`config.mk`:
```
export PLATFORM = sky130hd
export DESIGN_NAME = tcm_timer
export DESIGN_NICKNAME = d
export VERILOG_FILES = /design/src/tcm_pkg.sv /design/src/tcm_timer.sv
export VERILOG_INCLUDE_DIRS = /design/src
export SDC_FILE = /design/constraint.sdc
export NUM_CORES = 1
export LEC_CHECK = 0
export BUFFER_PORTS_ARGS = -buffer_cell sky130_fd_sc_hd__buf_2
export CAP_MARGIN = 20
export CELL_PAD_IN_SITES_DETAIL_PLACEMENT = 2
export CELL_PAD_IN_SITES_GLOBAL_PLACEMENT = 2
export CORE_ASPECT_RATIO = 0.6
export CORE_MARGIN = 8
export CORE_UTILIZATION = 25
export CTS_BUF_LIST = sky130_fd_sc_hd__clkbuf_4
export DETAILED_ROUTE_END_ITERATION = 6
export PLACE_DENSITY = 0.69
export SYNTH_ARGS = -nofsm -noshare
export SYNTH_HDL_FRONTEND = slang
export SYNTH_SLANG_ARGS = --single-unit
```
`constraint.sdc`:
```
create_clock -name core_clk -period 8.65 [get_ports core_clk]
set_input_delay 0.4325 -clock core_clk [delete_from_list [all_inputs] [get_ports core_clk]]
set_output_delay 0.4325 -clock core_clk [all_outputs]
set_load 0.05 [all_outputs]
```
`src/tcm_consts.svh`:
```
// Behaviour
// - Nonzero channel A mode field routes A waveform to pin instead of port.
// - Waveform drives pin only when port direction bit selects output.
// - Non-PWM channel A: 00 off, 01 toggle, 10 clear, 11 set on match.
// - Fast PWM A: 10 clear on match set at BOTTOM; 11 inverse.
// - Phase-correct A: 10 clear on up match, set on down; 11 inverse.
// - Phase-correct A code 01: waveform held on pin if high mode bit 0, else toggle.
// - Fast PWM, compare A equals TOP with upper bit: skip match, act at BOTTOM.
// - Phase-correct, compare A equals TOP with upper bit: skip match, act at TOP.
// - PWM, compare B equals TOP with upper bit: skip match, act at BOTTOM in fast PWM, at TOP in phase-correct.
// - Non-PWM channel B: 00 off, 01 toggle, 10 clear, 11 set on match.
// - Fast PWM B: 01 reserved; 10 clear match set BOTTOM; 11 inverse.
// - Phase-correct B: 01 reserved; 10 clear up match, set down; 11 inverse.
// - Control bits 3 and 2 read zero; software writes them zero.
// - Mode is high bit plus two low control bits; 4 and 6 reserved.
// - Modes 0 and 2: TOP 0xFF or compare A, immediate update, overflow at MAX.
// - Modes 1 and 5: TOP 0xFF or compare A, reload at TOP, overflow at BOTTOM.
// - Modes 3 and 7: reload at BOTTOM; overflow at MAX or at TOP.
`ifndef TCM_CONSTS_SVH
`define TCM_CONSTS_SVH
`define TCM_ADDR_CTRL_A 12'h024
`define TCM_ADDR_CTRL_B 12'h028
`define TCM_ADDR_CMP_A 12'h02C
`define TCM_ADDR_CMP_B 12'h030
`define TCM_ADDR_COUNT 12'h034
`define TCM_ADDR_STATUS 12'h038
`define TCM_ADDR_MASK 12'h03C
`define TCM_CTRL_A_RESET 8'h00
`define TCM_CTRL_A_WMASK 8'hF3
`define TCM_MAX 8'hFF
`define TCM_BOTTOM 8'h00
`define TCM_ST_OVF 0
`define TCM_ST_CMPA 1
`define TCM_ST_CMPB 2
`define TCM_ST_W 3
`endif

```
`src/tcm_pkg.sv`:
```
`default_nettype none
package tcm_pkg;
	typedef enum logic [2:0] {
		TCM_NORMAL = 3'd0, TCM_PC_FF = 3'd1, TCM_CTC = 3'd2, TCM_FAST_FF = 3'd3,
		TCM_RES4 = 3'd4, TCM_PC_CA = 3'd5, TCM_RES6 = 3'd6, TCM_FAST_CA = 3'd7
	} tcm_mode_e;
	typedef enum logic [1:0] {
		TCM_OFF = 2'd0, TCM_TOG = 2'd1, TCM_CLR = 2'd2, TCM_SET = 2'd3
	} tcm_out_mode_e;
endpackage
`default_nettype wire

```
`src/tcm_timer.sv`:
```
// The APB slave port is this design's own decision.
`include "tcm_consts.svh"
`default_nettype none
module tcm_timer (
	// Clock and reset
	input wire logic core_clk,
	input wire logic reset,
	// APB slave
	input wire logic psel,
	input wire logic penable,
	input wire logic pwrite,
	input wire logic [11:0] paddr,
	input wire logic [31:0] pwdata,
	output logic [31:0] prdata,
	output logic pready,
	output logic pslverr,
	// Port direction bits for the two pins
	input wire logic dir_a_out,
	input wire logic dir_b_out,
	// Waveform pins
	output logic chan_a_wave_out,
	output logic chan_a_wave_oe,
	output logic chan_a_pin_override,
	output logic chan_b_wave_out,
	output logic chan_b_wave_oe,
	output logic chan_b_pin_override,
	// Interrupt
	output logic irq
);
	logic [7:0] ctrl_a_q;
	logic wave_mode_high_q;
	logic [2:0] clk_sel_q;
	logic [7:0] cmp_a_buf_q, cmp_b_buf_q, cmp_a_q, cmp_b_q, count_q;
	logic down_q;
	logic [`TCM_ST_W-1:0] status_q, mask_q;
	logic [9:0] presc_q;
	logic oa_q, ob_q;
	logic [31:0] prdata_q;
	logic pready_q, pslverr_q;

	tcm_pkg::tcm_mode_e mode;
	assign mode = tcm_pkg::tcm_mode_e'({wave_mode_high_q, ctrl_a_q[1:0]});
	logic is_fast, is_pc, is_pwm, top_is_a;
	assign is_fast = mode == tcm_pkg::TCM_FAST_FF || mode == tcm_pkg::TCM_FAST_CA;
	assign is_pc = mode == tcm_pkg::TCM_PC_FF || mode == tcm_pkg::TCM_PC_CA;
	assign is_pwm = is_fast || is_pc;
	assign top_is_a = mode == tcm_pkg::TCM_CTC || mode == tcm_pkg::TCM_PC_CA || mode == tcm_pkg::TCM_FAST_CA;
	logic [7:0] top;
	assign top = top_is_a ? cmp_a_q : `TCM_MAX;

	// Prescaler tick
	logic tick;
	always_comb begin
		unique case (clk_sel_q)
			3'd1: tick = 1'b1;
			3'd2: tick = presc_q[2:0] == 3'h7;
			3'd3: tick = presc_q[5:0] == 6'h3F;
			3'd4: tick = presc_q[7:0] == 8'hFF;
			3'd5: tick = presc_q == 10'h3FF;
			default: tick = 1'b0;
		endcase
	end
	always_ff @(posedge core_clk) begin
		if (reset) begin
			presc_q <= 10'h000;
		end else begin
			presc_q <= presc_q + 10'h001;
		end
	end

	// APB decode; one wait state per access phase
	logic acc, wr, rd;
	assign acc = psel && penable && !pready_q;
	assign wr = acc && pwrite;
	assign rd = acc && !pwrite;
	logic hit;
	always_comb begin
		hit = 1'b1;
		unique case (paddr)
			`TCM_ADDR_CTRL_A, `TCM_ADDR_CTRL_B, `TCM_ADDR_CMP_A, `TCM_ADDR_CMP_B,
			`TCM_ADDR_COUNT, `TCM_ADDR_STATUS, `TCM_ADDR_MASK: hit = 1'b1;
			default: hit = 1'b0;
		endcase
	end

	always_ff @(posedge core_clk) begin
		if (reset) begin
			ctrl_a_q <= `TCM_CTRL_A_RESET;
			wave_mode_high_q <= 1'b0;
			clk_sel_q <= 3'd0;
			mask_q <= '0;
		end else if (wr) begin
			if (paddr == `TCM_ADDR_CTRL_A) begin
				ctrl_a_q <= pwdata[7:0] & `TCM_CTRL_A_WMASK;
			end
			if (paddr == `TCM_ADDR_CTRL_B) begin
				wave_mode_high_q <= pwdata[3];
				clk_sel_q <= pwdata[2:0];
			end
			if (paddr == `TCM_ADDR_MASK) begin
				mask_q <= pwdata[`TCM_ST_W-1:0];
			end
		end
	end

	// Counter and direction
	logic at_top, at_bottom, write_count;
	assign at_top = count_q == top;
	assign at_bottom = count_q == `TCM_BOTTOM;
	assign write_count = wr && paddr == `TCM_ADDR_COUNT;
	always_ff @(posedge core_clk) begin
		if (reset) begin
			count_q <= 8'h00;
			down_q <= 1'b0;
		end else if (write_count) begin
			count_q <= pwdata[7:0];
		end else if (tick) begin
			if (is_pc) begin
				if (!down_q && at_top) begin
					down_q <= 1'b1;
					count_q <= count_q - 8'h01;
				end else if (down_q && at_bottom) begin
					down_q <= 1'b0;
					count_q <= count_q + 8'h01;
				end else begin
					count_q <= down_q ? count_q - 8'h01 : count_q + 8'h01;
				end
			end else begin
				down_q <= 1'b0;
				count_q <= (at_top && mode != tcm_pkg::TCM_NORMAL) ? `TCM_BOTTOM : count_q + 8'h01;
			end
		end
	end

	// Compare buffers; double buffered only in PWM
	logic reload;
	assign reload = !is_pwm || (tick && (is_pc ? (at_top && !down_q) : at_top));
	always_ff @(posedge core_clk) begin
		if (reset) begin
			cmp_a_buf_q <= 8'h00;
			cmp_b_buf_q <= 8'h00;
		end else if (wr) begin
			if (paddr == `TCM_ADDR_CMP_A) cmp_a_buf_q <= pwdata[7:0];
			if (paddr == `TCM_ADDR_CMP_B) cmp_b_buf_q <= pwdata[7:0];
		end
	end
	always_ff @(posedge core_clk) begin
		if (reset) begin
			cmp_a_q <= 8'h00;
			cmp_b_q <= 8'h00;
		end else if (reload) begin
			cmp_a_q <= cmp_a_buf_q;
			cmp_b_q <= cmp_b_buf_q;
		end
	end

	// Events, evaluated at the count the tick leaves
	logic match_a, match_b, ovf;
	assign match_a = tick && count_q == cmp_a_q;
	assign match_b = tick && count_q == cmp_b_q;
	always_comb begin
		unique case (mode)
			tcm_pkg::TCM_PC_FF, tcm_pkg::TCM_PC_CA: ovf = tick && at_bottom && down_q;
			tcm_pkg::TCM_FAST_CA: ovf = tick && at_top;
			default: ovf = tick && count_q == `TCM_MAX;
		endcase
	end
	// Fast PWM restarts at BOTTOM on the tick leaving TOP
	logic fast_wrap;
	assign fast_wrap = is_fast && tick && at_top;

	// Waveform state per channel
	function automatic logic wave_next(input logic cur, input logic [1:0] com, input logic match,
			input logic special, input logic chan_a);
		logic n;
		n = cur;
		if (!is_pwm) begin
			if (match) begin
				unique case (tcm_pkg::tcm_out_mode_e'(com))
					tcm_pkg::TCM_TOG: n = !cur;
					tcm_pkg::TCM_CLR: n = 1'b0;
					tcm_pkg::TCM_SET: n = 1'b1;
					tcm_pkg::TCM_OFF: n = cur;
				endcase
			end
		end else if (com == 2'b01) begin
			if (chan_a && wave_mode_high_q && match) n = !cur;
		end else if (com[1]) begin
			if (is_fast) begin
				if (fast_wrap) n = !com[0];
				else if (match && !special) n = com[0];
			end else if (special) begin
				if (tick && at_top && !down_q) n = com[0];
			end else if (match) begin
				n = down_q ? !com[0] : com[0];
			end
		end
		return n;
	endfunction

	logic sp_a, sp_b;
	assign sp_a = is_pwm && ctrl_a_q[7] && cmp_a_q == top;
	assign sp_b = is_pwm && ctrl_a_q[5] && cmp_b_q == top;
	always_ff @(posedge core_clk) begin
		if (reset) begin
			oa_q <= 1'b0;
			ob_q <= 1'b0;
		end else begin
			oa_q <= wave_next(oa_q, ctrl_a_q[7:6], match_a, sp_a, 1'b1);
			ob_q <= wave_next(ob_q, ctrl_a_q[5:4], match_b, sp_b, 1'b0);
		end
	end

	// Pin drivers registered
	always_ff @(posedge core_clk) begin
		if (reset) begin
			chan_a_wave_out <= 1'b0;
			chan_a_wave_oe <= 1'b0;
			chan_a_pin_override <= 1'b0;
			chan_b_wave_out <= 1'b0;
			chan_b_wave_oe <= 1'b0;
			chan_b_pin_override <= 1'b0;
		end else begin
			chan_a_wave_out <= oa_q;
			chan_a_pin_override <= |ctrl_a_q[7:6];
			chan_a_wave_oe <= |ctrl_a_q[7:6] && dir_a_out;
			chan_b_wave_out <= ob_q;
			chan_b_pin_override <= |ctrl_a_q[5:4];
			chan_b_wave_oe <= |ctrl_a_q[5:4] && dir_b_out;
		end
	end

	// Sticky status, set wins over write-one-to-clear
	logic [`TCM_ST_W-1:0] ev, clr;
	assign ev = {match_b, match_a, ovf};
	assign clr = (wr && paddr == `TCM_ADDR_STATUS) ? pwdata[`TCM_ST_W-1:0] : '0;
	always_ff @(posedge core_clk) begin
		if (reset) begin
			status_q <= '0;
			irq <= 1'b0;
		end else begin
			status_q <= (status_q & ~clr) | ev;
			irq <= |(((status_q & ~clr) | ev) & mask_q);
		end
	end

	// Read path
	always_comb begin
		prdata_q = 32'h0000_0000;
		unique case (paddr)
			`TCM_ADDR_CTRL_A: prdata_q = {24'h00_0000, ctrl_a_q};
			`TCM_ADDR_CTRL_B: prdata_q = {28'h000_0000, wave_mode_high_q, clk_sel_q};
			`TCM_ADDR_CMP_A: prdata_q = {24'h00_0000, cmp_a_buf_q};
			`TCM_ADDR_CMP_B: prdata_q = {24'h00_0000, cmp_b_buf_q};
			`TCM_ADDR_COUNT: prdata_q = {24'h00_0000, count_q};
			`TCM_ADDR_STATUS: prdata_q = {29'h0000_0000, status_q};
			`TCM_ADDR_MASK: prdata_q = {29'h0000_0000, mask_q};
			default: prdata_q = 32'h0000_0000;
		endcase
	end
	always_ff @(posedge core_clk) begin
		if (reset) begin
			prdata <= 32'h0000_0000;
			pready <= 1'b0;
			pslverr <= 1'b0;
			pready_q <= 1'b0;
		end else begin
			pready <= acc;
			pready_q <= acc;
			pslverr <= acc && !hit;
			prdata <= rd ? prdata_q : 32'h0000_0000;
		end
	end
endmodule
`default_nettype wire

```
==> impl_metrics.py <==
metrics = {
    "run_status": {
        "status": "finished clean",
    },
    "critical_path": {
        "ff2ff_setup_slack_ns": 5.04,
        "slowest_delay_ns": 0.51,
        "cp_cell_sequence": "inv_1, ha_1, or3b_1, or3_1, nor3_1, nand2_1, o211ai_1, nor3_1, o2111a_1, a2111oi_2",
        "worstPathMaxFanout": 11,
        "end_kind": "register",
        "critPathMostFrequentCell": "nor3_1",
        "crit_arrival_ns": 3.98,
        "worst_path_max_delay_cell": "dfxtp_1",
        "cp-start-kind": "register",
        "required_ns": 9.01,
        "criticalPathCategory": "register to register",
    },
    "synthesis": {
        "synth_edf_count": 0,
        "yosys_warnings": 0,
        "synthArstFlopShare_pct": 0,
        "synth_ff_type": "dfxtp_1",
        "synth_seq_area_share_pct": 33.7,
        "synth-seq-cells": 86,
        "avgSynthCellArea_um2": 8.49,
        "syn_area_um2": 5110,
        "synthCells": 602,
        "synth_cell_type_count": 79,
    },
    "clock_tree": {
        "cts_buffer_depth": 2,
        "cts_root_buf": "clkbuf_4",
        "worstSkewPairLatency_ns": 0.45,
        "cts_sinks": 86,
        "cts-htree-levels": 3,
        "cts_resized": 0,
        "tritoncts": "done",
        "cts_buffers": 9,
        "hold_buffers": 0,
        "post_cts_buffers": 0,
        "clk_pin_slew_ns": 0.16,
    },
    "floorplanning": {
        "die_y_um": 127,
        "placementRows": 40,
        "core_area_um2": 20000,
        "die_area_um2": 25400,
        "fp.dieW_um": 201,
        "ioPinCount": 92,
        "start_util_pct": 25.5,
    },
    "hold_path": {
        "worstHoldPathType": "primary input to register",
    },
    "detailed_routing": {
        "dr.pass1.iters": 5,
        "dr_wl_met3_um": 626,
        "dr.first_iter.drc_count": 394,
        "wl_met2_mm": 7.98,
        "m1WireLength_mm": 9.80,
        "postRouteAntennaNets": 0,
        "remaining_drc_errors": 0,
        "top_layer_used": "met4",
        "wl_per_cell_um": 20.7,
        "via_per_inst": 5.12,
        "drt-total-wl_mm": 18.5,
        "via_count": 4574,
    },
    "power_and_ir_drop": {
        "power_density_nw_per_um2": 127,
        "total_leakage_power_nw": 2.12,
        "peakVddDrop_mv": 0.0632,
    },
    "cells_and_area": {
        "fin_area_um2": 5520,
        "layout_commonest_cell": "nor2_1",
        "area_growth_pct": 8.00,
        "drive_gt1_share_pct": 14.2,
        "diodes": 0,
        "layout_common_cells": "nor2_1 (89), dfxtp_1 (86), mux2i_1 (56)",
        "multiInputGateArea_um2": 3020,
        "final_core_utilization_pct": 27.6,
        "fillCellCount": 2336,
        "layout.nets": 671,
        "regArea_um2": 1720,
    },
    "timing": {
        "finalCritPeriodShare_pct": 41.8,
        "fmax_mhz": 277,
        "period_needed_ns": 3.61,
        "finalMaxSlewViolations": 0,
        "max_slew_margin_pct": 28.6,
        "tns_ns": 0,
        "finalSetupViolCount": 0,
        "rsz0062_at_grt": "no",
        "final_hold_viol_count": 0,
        "tightest_slew_ns": 1.07,
        "skew_ns": 0.0175,
    },
    "global_routing": {
        "grt_max_degree": 80,
        "grt_pass1_vias": 4939,
        "grt_pass1_wl_mm": 29.2,
        "antenna_found_initial": 0,
        "grt.total_usage_pct": 14.4,
        "grt_overflow": 0,
    },
    "placed_design": {
        "routabilityCongestion": 0.809,
        "numPortBuffers": 43,
        "dpl_cell_area_um2": 5360,
        "hpwl_mm": 14.1,
    },
    "job": {
        "cap_violations": 0,
    },
}
-- synthesized netlist by cell type, drive strengths merged, types with 11 or more instances --
library cell / instances / area share [%]
nor2: 89 / 6.5
clkbuf: 29 / 2.9
xor2: 16 / 2.7
xnor2: 11 / 1.9
mux2i: 56 / 11
nand2: 45 / 3.3
o21ai: 18 / 1.8
a21oi: 24 / 2.3
buf: 38 / 5.2
a22oi: 11 / 1.6
dfxtp: 86 / 34
nand3: 21 / 2.2
-- metal layers --
metal	track usage, %	vias to the layer above
met5	0	-
met4	2.59	0
met3	2.34	12
met2	21.9	82
met1	21.3	2345
li1	-	2135
-- flip-flops by register name, indices dropped and copies added, names as in the netlist, 3 cells and up --
signal	cells
cmp_b_buf_q	8
prdata	8
cmp_a_q	8
mask_q	3
ctrl_a_q	6
clk_sel_q	3
cmp_a_buf_q	8
cmp_b_q	8
count_q	8
status_q	3
presc_q	10
-- cell type report --
class | count | area share [%]
well taps | 273 | 6.19
inverters | 10 | 0.680
repair buffers | 48 | 4.71
clock inverters | 6 | 1.25
flip-flops and latches | 86 | 31.2
clock buffers | 10 | 1.36
multi-input cells | 461 | 54.6
-- where the power goes --
part	switching [mW]	internal [mW]
Combinational	0.0429	0.00850
Clock	0.158	0.0937
Sequential	0.00143	0.398
Total	0.202	0.500
-- per-stage QoR --
stage          total power, mW  worst slack [ns]  hold WS, ns  std cells
6_report                 0.702              5.04        0.182        894
3_5_place_dp             0.459              5.11        0.460        877
2_1_floorplan            0.454              5.95        0.430        625
3_3_place_gp             0.458              5.26        0.445        877
4_1_cts                  0.713              5.08        0.145        893
5_1_grt                  0.728              4.82        0.144        894
-- cell families (layout without fill, tap and decap cells) --
group | count (synthesis) | count (layout) | synth area share (%)
flops | 86 | 86 | 33.7
fa+ha+maj | 4 | 4 | 0.979
mux | 59 | 59 | 11.6
compound gates | 107 | 107 | 15.3
buf+inv | 78 | 74 | 9.10
xor+xnor | 27 | 27 | 4.63
other cells | 1 | 24 | 0.0734
simple gates | 240 | 240 | 24.6
-- critical path, delay by kind of cell (launching register included) --
family                     cells  cell delay (ns)
AOI/OAI and AO/OA              3             1.06
and+or+nand+nor                5             1.42
adders and majority gates      1             0.25
buffers and inverters          1             0.27
DFF                            1             0.51
-- worst paths after layout --
check / start / to / cells after the start
setup / recovery: count_q[1] / count_q[5] / 10
setup reg to reg: count_q[1] / count_q[5] / 10
hold reg to reg: mask_q[0] / mask_q[0] / 2
hold / removal: dir_b_out / chan_b_wave_oe / 2
Power figures use the tool's default switching activity.
